File: src/dtxa_defines.svh
`ifndef DTXA_DEFINES_SVH
`define DTXA_DEFINES_SVH

// ****************************************
// register map
// ****************************************
`define DTXA_CFG_ADDR 8'h30
`define DTXA_CFG_RESET 8'h07
`define DTXA_RD_ZERO 8'h00

// ****************************************
// field positions in the configuration register
// ****************************************
`define DTXA_BIT_YELLOW 7
`define DTXA_BIT_XHIGH 6
`define DTXA_BIT_IDLE 5
`define DTXA_BIT_AIS 4
`define DTXA_BIT_LOS 3
`define DTXA_BIT_ON_LOS 2
`define DTXA_BIT_ON_OOF 1
`define DTXA_BIT_ON_AIS 0

// ****************************************
// payload fill sequences, first bit in the top position
// ****************************************
`define DTXA_IDLE_SEQ 4'hc
`define DTXA_AIS_SEQ 4'ha

`endif

File: src/dtxa_pkg.sv
`default_nettype none

package dtxa_pkg;

	// ****************************************
	// outbound bit classes, tagged by the framer upstream
	// ****************************************
	typedef enum logic [2:0]
	{
		DTXA_KIND_PAYLOAD = 3'h0,
		DTXA_KIND_MFP = 3'h1,
		DTXA_KIND_X = 3'h2,
		DTXA_KIND_C = 3'h3,
		DTXA_KIND_CP = 3'h4
	} dtxa_kind_t;

	// ****************************************
	// transmit override modes, one-hot
	// ****************************************
	typedef enum logic [3:0]
	{
		DTXA_MODE_NORMAL = 4'h1,
		DTXA_MODE_IDLE = 4'h2,
		DTXA_MODE_AIS = 4'h4,
		DTXA_MODE_LOS = 4'h8
	} dtxa_mode_t;

endpackage

`default_nettype wire
File: src/dtxa_override.sv
// Summary of operation
// - yellow force bit zeroes every outbound X-bit; clear means receive-derived X-bits.
// - yellow force has no effect under loss-of-signal, AIS or idle commands.
// - X-high force bit drives every outbound X-bit to one.
// - X-high force ignored under loss-of-signal, AIS, idle or yellow force.
// - idle keeps M/F/P, zeroes F-frame 3 CP bits, X ones, payload 1100 repeating.
// - idle command ignored while loss-of-signal or AIS command is set.
// - AIS keeps M/F/P, all C-bits zero, X-bits one, payload 1010 repeating.
// - loss-of-signal command sends continuous zeros; clearing restores normal frames.
// - without idle or AIS, normal frames carry user payload and own overhead.
// - enable sends yellow alarm while near-end receiver reports loss of signal.
// - enable sends yellow alarm while near-end receiver reports out-of-frame.
// - enable sends yellow alarm while near-end receiver reports AIS.
`timescale 1ns/1ps
`default_nettype none
`include "dtxa_defines.svh"

module dtxa_override
#(
	parameter int ADDR_W = 8 // processor address width
)
(
	input wire logic sys_clk, // 250 MHz clock
	input wire logic rst, // synchronous reset, high
	input wire logic reg_wr_en, // register write strobe
	input wire logic reg_rd_en, // register read strobe
	input wire logic [ADDR_W-1:0] reg_addr, // register address
	input wire logic [7:0] reg_wr_data, // write data
	output logic [7:0] reg_rd_data, // read data, one cycle after strobe
	input wire logic rx_los, // near-end receiver loss of signal
	input wire logic rx_oof, // near-end receiver out of frame
	input wire logic rx_ais, // near-end receiver AIS detected
	input wire logic tx_bit_valid, // outbound bit present
	input wire logic tx_bit_in, // outbound bit from framer
	input wire dtxa_pkg::dtxa_kind_t tx_bit_kind, // class of that bit
	output logic tx_line_valid, // line bit present
	output logic tx_line_data, // line bit toward the interface unit
	output logic tx_yellow_active // X-bits currently carry yellow
);
	import dtxa_pkg::*;

	// ****************************************
	// parameter check
	// ****************************************
	// the map needs at least the 0x30 decode
	if (ADDR_W < 6)
	begin : g_bad_addr
		$error("ADDR_W too small for the register map");
	end

	// ****************************************
	// state
	// ****************************************
	logic [7:0] cfg_reg;
	logic [1:0] pat_cnt_reg;
	logic line_data_next;
	logic auto_yellow;
	logic x_normal;
	dtxa_mode_t mode_sel;

	// picks the bit of a four-bit fill sequence for this payload slot
	function automatic logic pat_bit(input logic [3:0] seq, input logic [1:0] idx);
		pat_bit = seq[2'h3 - idx];
	endfunction

	// ****************************************
	// register access
	// ****************************************
	// configuration register write, full byte
	always_ff @(posedge sys_clk)
	begin
		if (rst)
			cfg_reg <= `DTXA_CFG_RESET;
		else if (reg_wr_en && reg_addr == ADDR_W'(`DTXA_CFG_ADDR))
			cfg_reg <= reg_wr_data;
	end

	// read path; unmapped addresses read zero
	always_ff @(posedge sys_clk)
	begin
		if (rst)
			reg_rd_data <= `DTXA_RD_ZERO;
		else if (reg_rd_en)
			reg_rd_data <= (reg_addr == ADDR_W'(`DTXA_CFG_ADDR)) ? cfg_reg : `DTXA_RD_ZERO;
	end

	// ****************************************
	// mode selection
	// ****************************************
	// fixed priority: zeros, then AIS, then idle
	always_comb
	begin
		if (cfg_reg[`DTXA_BIT_LOS])
			mode_sel = DTXA_MODE_LOS;
		else if (cfg_reg[`DTXA_BIT_AIS])
			mode_sel = DTXA_MODE_AIS;
		else if (cfg_reg[`DTXA_BIT_IDLE])
			mode_sel = DTXA_MODE_IDLE;
		else
			mode_sel = DTXA_MODE_NORMAL;
	end

	// ****************************************
	// X-bit generation
	// ****************************************
	// yellow on loss of signal, out-of-frame or AIS, each with its own enable
	assign auto_yellow = (cfg_reg[`DTXA_BIT_ON_LOS] && rx_los)
		|| (cfg_reg[`DTXA_BIT_ON_OOF] && rx_oof)
		|| (cfg_reg[`DTXA_BIT_ON_AIS] && rx_ais);

	// forced yellow outranks forced high; only used in normal mode
	always_comb
	begin
		if (cfg_reg[`DTXA_BIT_YELLOW])
			x_normal = 1'b0;
		else if (cfg_reg[`DTXA_BIT_XHIGH])
			x_normal = 1'b1;
		else
			x_normal = ~auto_yellow;
	end

	// ****************************************
	// payload fill position
	// ****************************************
	// runs on payload bits only so overhead does not break the sequence
	always_ff @(posedge sys_clk)
	begin
		if (rst)
			pat_cnt_reg <= 2'h0;
		else if (tx_bit_valid && tx_bit_kind == DTXA_KIND_PAYLOAD)
			pat_cnt_reg <= pat_cnt_reg + 2'h1;
	end

	// ****************************************
	// outbound bit selection
	// ****************************************
	always_comb
	begin
		line_data_next = tx_bit_in;
		case (mode_sel)
			DTXA_MODE_LOS:
			begin
				line_data_next = 1'b0;
			end
			DTXA_MODE_AIS:
			begin
				case (tx_bit_kind)
					DTXA_KIND_MFP: line_data_next = tx_bit_in;
					DTXA_KIND_X: line_data_next = 1'b1;
					DTXA_KIND_C: line_data_next = 1'b0;
					DTXA_KIND_CP: line_data_next = 1'b0;
					DTXA_KIND_PAYLOAD: line_data_next = pat_bit(`DTXA_AIS_SEQ, pat_cnt_reg);
					default: line_data_next = 1'b0;
				endcase
			end
			DTXA_MODE_IDLE:
			begin
				case (tx_bit_kind)
					DTXA_KIND_MFP: line_data_next = tx_bit_in;
					DTXA_KIND_X: line_data_next = 1'b1;
					DTXA_KIND_C: line_data_next = tx_bit_in;
					DTXA_KIND_CP: line_data_next = 1'b0;
					DTXA_KIND_PAYLOAD: line_data_next = pat_bit(`DTXA_IDLE_SEQ, pat_cnt_reg);
					default: line_data_next = 1'b0;
				endcase
			end
			DTXA_MODE_NORMAL:
			begin
				if (tx_bit_kind == DTXA_KIND_X)
					line_data_next = x_normal;
				else
					line_data_next = tx_bit_in;
			end
			default: line_data_next = 1'b0;
		endcase
	end

	// ****************************************
	// line output registers
	// ****************************************
	// one cycle of latency keeps the line bit glitch free
	always_ff @(posedge sys_clk)
	begin
		if (rst)
		begin
			tx_line_valid <= 1'b0;
			tx_line_data <= 1'b0;
		end
		else
		begin
			tx_line_valid <= tx_bit_valid;
			tx_line_data <= tx_bit_valid ? line_data_next : 1'b0;
		end
	end

	// status view of what the X-bits carry
	always_ff @(posedge sys_clk)
	begin
		if (rst)
			tx_yellow_active <= 1'b0;
		else
			tx_yellow_active <= (mode_sel == DTXA_MODE_NORMAL) && !x_normal;
	end

	logic c_los, c_ais, c_idle, c_yel, c_xhi;
	assign c_los = cfg_reg[`DTXA_BIT_LOS];
	assign c_ais = cfg_reg[`DTXA_BIT_AIS];
	assign c_idle = cfg_reg[`DTXA_BIT_IDLE];
	assign c_yel = cfg_reg[`DTXA_BIT_YELLOW];
	assign c_xhi = cfg_reg[`DTXA_BIT_XHIGH];
endmodule

`default_nettype wire

File: config.mk
export PLATFORM = sky130hd
export DESIGN_NAME = dtxa_override
export DESIGN_NICKNAME = d
export VERILOG_FILES = /design/src/dtxa_pkg.sv /design/src/dtxa_override.sv
export VERILOG_INCLUDE_DIRS = /design/src
export SDC_FILE = /design/constraint.sdc
export NUM_CORES = 1
export LEC_CHECK = 0
export BUFFER_PORTS_ARGS = -buffer_cell sky130_fd_sc_hd__clkbuf_2
export CAP_MARGIN = 20
export CORE_UTILIZATION = 35
export CTS_BUF_LIST = sky130_fd_sc_hd__clkbuf_2 sky130_fd_sc_hd__clkbuf_4 sky130_fd_sc_hd__clkbuf_8
export DETAILED_ROUTE_END_ITERATION = 16
export GPL_TIMING_DRIVEN = 0
export RECOVER_POWER = 50
export SETUP_SLACK_MARGIN = 0.15
export SKIP_CTS_REPAIR_TIMING = 1
export SYNTH_ARGS = -nofsm -noshare
export SYNTH_HDL_FRONTEND = slang
export SYNTH_SLANG_ARGS = --single-unit
File: constraint.sdc
create_clock -name sys_clk -period 1.7 [get_ports sys_clk]
set_clock_uncertainty 0.2 [all_clocks]
set_input_delay 0.17 -clock sys_clk [delete_from_list [all_inputs] [get_ports sys_clk]]
set_output_delay 0.17 -clock sys_clk [all_outputs]
set_load 0.02 [all_outputs]
# == After elaboration in Yosys (flattened, before gate mapping) ==
# Index checks and enable logic that the tools add are counted.
# word_totals
reg_bits,21
wordCells,44
output_inout_bits,11
# op_classes
magnitude_cmp,1
n_reduce_logical,12
bitwise,2
add_sub_neg,2
n_eq_ne,7
mux,14
# op_table
cell,count
$pmux W1 S3,3
$eq A8 B6 Y1 const B,1
$mux W8,1
$eq A3 B2 Y1 const B,2
$logic_and A1 B1 Y1,6
$mux W1,5
$bmux W1 S2,2
$eq A4 B1 Y1 const B,1
$eq A4 B2 Y1 const B,1
$eq A4 B3 Y1 const B,1
$mux W4,1
$reduce_or A2 Y1,2
$eq A3 B1 Y1 const B,1
$logic_not A3 Y1,1
$lt A2 B3 Y1 const B,1
$mux W3,1
$add A2 B1 Y2 const B,1
$logic_or A1 B1 Y1,2
$mux W2,1
$not A1 Y1,2
$sub A2 B2 Y2 const A,1
$logic_not A1 Y1,1

# == Depth between registers and ports, before layout ==
# depth
ltp_word,8
depth_mapped,6
ltp_nobuf,6

# == Worst setup path after synthesis ==
# No wires, ideal clock.
# synth_path
path_kind,reg-to-reg
start,register pat_cnt_reg[0]
end,register tx_line_data
path_stages_with_launch,7
synth_period_minus_slack_ns,1.386
arrival_time_ns,1.061
n_path_buf,0
slack_ns,0.314
required_ns,1.374
setup_time_ns,0.126
path_cell_list,dfxtp_1 > inv_1 > ha_1 > nor4_1 > a211oi_1 > o211ai_1 > o21ai_0
# synth_via
elab_chain_cells,5
word_cells_on_any_way,8
# synth_rtl
element,line_no,rtl
"start, declared",dtxa_override.sv:55,logic [1:0] pat_cnt_reg;
"start signal, assigned",dtxa_override.sv:131,pat_cnt_reg <= pat_cnt_reg + 2'h1;
$sub A2 B2 Y2 *,dtxa_override.sv:63,pat_bit = seq[2'h3 - idx];
$bmux W1 S2,dtxa_override.sv:63,
$mux W1 (implied by the code),dtxa_override.sv:63,
"$pmux W1 S3, on equally long branches","dtxa_override.sv:158, dtxa_override.sv:147",
$pmux W1 S3 *,dtxa_override.sv:140,case (mode_sel)
"end signal, assigned",dtxa_override.sv:192,tx_line_data <= tx_bit_valid ? line_data_next : 1'b0;
"end, declared",dtxa_override.sv:37,"output logic tx_line_data,"
# Every way passes the cells marked *; elsewhere a longest branch is shown, timed or not. The select of a mux whose other input is x is not followed.
# A chain may end at the register's enable or synchronous reset.

# == Worst setup path in the final report ==
# layout_path
start,register pat_cnt_reg[1]
end,register tx_line_data
# The elaborated chain is that of the path after synthesis.

==> impl_metrics.prom <==
# TYPE chip_impl_metric gauge
chip_impl_metric{name="die_height",unit="um"} 52.81
chip_impl_metric{name="clock_sinks",unit=""} 21
chip_impl_metric{name="die_area",unit="um2"} 2788
chip_impl_metric{name="worstMarginPinSlew",unit="ns"} 0.4704
chip_impl_metric{name="period_share",unit="%"} 86.42
chip_impl_metric{name="power.static_leakage",unit="nW"} 0.5783
chip_impl_metric{name="layout_setup_ws",unit="ns"} 0.2308
chip_impl_metric{name="cap_viol_max_count",unit=""} 0
chip_impl_metric{name="drive_gt1_share",unit="%"} 28.29
chip_impl_metric{name="dp_cells",unit=""} 167
chip_impl_metric{name="hpwl",unit="um"} 1484
chip_impl_info{name="hold_path_class",value="primary input to register"} 1
chip_impl_metric{name="grt_max_degree",unit=""} 12
chip_impl_metric{name="synth.yosys.warnings",unit=""} 0
chip_impl_metric{name="critical_path_arrival",unit="ns"} 1.47
chip_impl_metric{name="placeableCoreArea",unit="um2"} 2455
chip_impl_metric{name="max-vdd-ir-drop",unit="V"} 0.0003539
chip_impl_metric{name="setup_viol_count_final",unit=""} 0
chip_impl_info{name="cp-start-kind",value="register"} 1
chip_impl_info{name="leading_cell_type_in_the_layout_fill_and_taps_excluded",value="sky130_fd_sc_hd__clkbuf_2"} 1
chip_impl_metric{name="route.detailed.drc",unit=""} 0
chip_impl_metric{name="numCtsBuffers",unit=""} 3
chip_impl_metric{name="global_route_met1_usage",unit="%"} 19.20
chip_impl_metric{name="grt_overflow",unit=""} 0
chip_impl_metric{name="routed_wire_length_per_instance",unit="um"} 11.51
chip_impl_info{name="clock_tree_root",value="sky130_fd_sc_hd__clkbuf_4"} 1
chip_impl_metric{name="netlist_area",unit="um2"} 903.4
chip_impl_metric{name="slew_headroom",unit="%"} 68.64
chip_impl_info{name="tritoncts",value="yes"} 1
chip_impl_metric{name="layout-area-overhead-vs-synth",unit="%"} 38.78
chip_impl_metric{name="reg2reg_depth",unit=""} 6
chip_impl_metric{name="postSynthAreaPerCell",unit="um2"} 9.125
chip_impl_metric{name="die_w",unit="um"} 52.81
chip_impl_info{name="worstSetupPathType",value="register to register"} 1
chip_impl_metric{name="gp_congestion",unit=""} 0.7354
chip_impl_info{name="rsz0062_at_grt",value="false"} 1
chip_impl_metric{name="placement_setup_slack",unit="ns"} 0.2042
chip_impl_metric{name="ant_nets",unit=""} 0
chip_impl_metric{name="sequential_to_total_area_share_from_yosys_stat",unit="%"} 46.54
chip_impl_metric{name="max_clock_freq",unit="MHz"} 680.7
chip_impl_metric{name="worst-r2r-setup-slack",unit="ns"} 0.23
chip_impl_metric{name="clockBufferDepth",unit=""} 2
chip_impl_metric{name="stdcell_count",unit=""} 182
chip_impl_metric{name="hold_slack",unit="ns"} -0.003126
chip_impl_metric{name="period_minus_slack",unit="ns"} 1.469
chip_impl_metric{name="grtUsageMet3",unit="%"} 3.188
chip_impl_metric{name="dr.first_iter.drc_count",unit=""} 14
chip_impl_metric{name="timing_max_transition_violations_final",unit=""} 0
chip_impl_info{name="failed_checks",value="negative hold slack"} 1
chip_impl_metric{name="ff_latch_area",unit="um2"} 421.7
chip_impl_info{name="regToRegStartpoint",value="pat_cnt_reg[1]$_SDFFE_PP0P_"} 1
chip_impl_metric{name="critPathRequiredTime",unit="ns"} 1.70
chip_impl_metric{name="vias_in_the_first_global_route",unit=""} 691
chip_impl_metric{name="n_antenna_cell",unit=""} 0
chip_impl_metric{name="vias",unit=""} 856
chip_impl_info{name="worst_setup_path_endpoint",value="tx_line_data$_SDFF_PP0_"} 1
chip_impl_metric{name="clock_transition_time_at_the_flip_flop_clock_pins_of_the_worst_setup_and_hold_paths",unit="ns"} 0.11
chip_impl_metric{name="design.final.nets",unit=""} 183
chip_impl_metric{name="routed_wl",unit="um"} 2094
chip_impl_metric{name="synth_nets",unit=""} 129
chip_impl_metric{name="finalHoldViolCount",unit=""} 1
chip_impl_info{name="status",value="complete, but fails checks"} 1
chip_impl_metric{name="detail_route.vias_per_cell",unit=""} 4.703
chip_impl_metric{name="initial_core_util",unit="%"} 36.80
chip_impl_metric{name="drt_pass1_iterations",unit=""} 4
chip_impl_metric{name="layout.filler_cells",unit=""} 250
chip_impl_metric{name="crit_fanout",unit=""} 3
chip_impl_info{name="gr-max-usage-layer",value="met2"} 1
chip_impl_metric{name="gr-usage-all-layers",unit="%"} 14.86
chip_impl_metric{name="initial_antenna_violation_count",unit=""} 0
chip_impl_metric{name="cts_htree_levels",unit=""} 1
chip_impl_metric{name="grt_util_met2",unit="%"} 23.42
chip_impl_metric{name="yosys.cell_types.count",unit=""} 27
chip_impl_metric{name="numPortBuffers",unit=""} 38
chip_impl_metric{name="area_occupied_by_multi_input_gates",unit="um2"} 436.7
chip_impl_metric{name="rows",unit=""} 18
chip_impl_metric{name="pin_count",unit=""} 39
chip_impl_info{name="crit_path_start",value="pat_cnt_reg[1]$_SDFFE_PP0P_"} 1
chip_impl_metric{name="ys_seq_elements",unit=""} 21
chip_impl_metric{name="synthesis.instances",unit=""} 99
chip_impl_metric{name="fin_tns_setup",unit="ns"} 0
chip_impl_metric{name="clk-insertion-delay-late",unit="ns"} 0.30
chip_impl_info{name="endpoint_kind",value="register"} 1
chip_impl_info{name="worst_r2r_endpoint",value="tx_line_data$_SDFF_PP0_"} 1
chip_impl_metric{name="pwr_density_cell",unit="nW/um2"} 674.4
chip_impl_metric{name="grt_first_pass_wirelength",unit="um"} 2980
chip_impl_info{name="final_cell_mix",value="32 x sky130_fd_sc_hd__clkbuf_2, 20 x sky130_fd_sc_hd__nor2_1, 20 x sky130_fd_sc_hd__dfxtp_1"} 1
==> worst min-delay path by stage <==
stage,from,end,slack (ns),cells after the start
global route,reg_wr_data[0],cfg_reg[0]$_SDFFE_PP1P_,0.05,4
global placement,rst,tx_line_valid$_SDFF_PP0_,0.18,2
finish,reg_wr_data[0],cfg_reg[0]$_SDFFE_PP1P_,-0.003,4
CTS,rst,tx_line_valid$_SDFF_PP0_,-0.16,2
detailed placement,rst,tx_line_valid$_SDFF_PP0_,0.18,2
floorplan,rst,tx_line_valid$_SDFF_PP0_,0.06,1
==> routing by layer <==
layer | wire length (um) | part of all wire [%]
met2 | 968 | 46
met5 | 0 | 0
met4 | 25 | 1.2
met3 | 96 | 4.6
met1 | 1004 | 48
==> per-stage QoR <==
| stage | total power, mW | utilization [%] | instance area [um2] |
|---|---|---|---|
| floorplan | 0.5395 | - | 903.4 |
| global route | 0.8853 | 51.07 | 1254 |
| CTS | 0.8383 | 47.30 | 1161 |
| detailed placement | 0.5867 | 46.08 | 1131 |
| global placement | 0.5848 | 46.08 | 1131 |
| finish | 0.8455 | 51.07 | 1254 |
==> cell type report <==
| type | instances | area share, % |
|---|---|---|
| Clock buffer | 4 | 2.395 |
| Inverter | 6 | 1.796 |
| Multi-Input combinational cell | 68 | 34.83 |
| Buffer | 4 | 1.297 |
| Timing Repair Buffer | 49 | 23.05 |
| Sequential cell | 21 | 33.63 |
| Tap cell | 30 | 2.994 |
==> worst max-delay path, stage by stage, from the launching register on <==
cell and delay, ns:
sky130_fd_sc_hd__dfxtp_1 0.35, sky130_fd_sc_hd__inv_1 0.07, sky130_fd_sc_hd__ha_1 0.18, sky130_fd_sc_hd__nor4_2 0.22, sky130_fd_sc_hd__a211oi_1 0.09, sky130_fd_sc_hd__o211ai_1 0.17, sky130_fd_sc_hd__o21ai_1 0.08
==> power breakdown <==
group	internal (mW)	switching, mW	leakage [nW]	total (mW)
logic	0.0518	0.0429	0.389	0.0947
registers	0.497	0.00165	0.171	0.499
clock network	0.107	0.144	0.0184	0.252
==> cells in the mapped netlist, drive strengths merged <==
library cell | count | share of area [%]
nor3b | 1 | 0.83
nand3 | 1 | 0.55
and4bb | 1 | 1.4
a211o | 3 | 2.9
a222oi | 1 | 1.1
nor2b | 10 | 6.9
nor4b | 1 | 1.7
nor3 | 2 | 1.1
o311a | 1 | 1.1
xnor2 | 1 | 0.97
a211oi | 1 | 0.83
mux2i | 6 | 6.6
a21oi | 9 | 5.0
nand2 | 2 | 0.83
clkbuf | 2 | 0.83
inv | 6 | 2.5
o21ai | 1 | 0.55
o211ai | 1 | 0.83
dfxtp | 21 | 47
nor2 | 20 | 8.3
ha | 2 | 2.8
and3 | 1 | 0.83
buf | 2 | 1.8
o21ba | 1 | 1.1
nor4 | 2 | 2.1
==> kinds of logic after synthesis <==
kind of cell             after synthesis  share of synthesized area, %
flip-flops                            21                         46.54
buffers and inverters                 10                         5.124
adder cells (fa/ha/maj)                2                         2.770
AO/OA/AOI/OAI                         18                         13.44
XOR/XNOR                               1                        0.9697
multiplexers                           6                         6.648
AND/OR/NAND/NOR                       41                         24.51
Note: power is estimated with default switching activity, not from simulation.
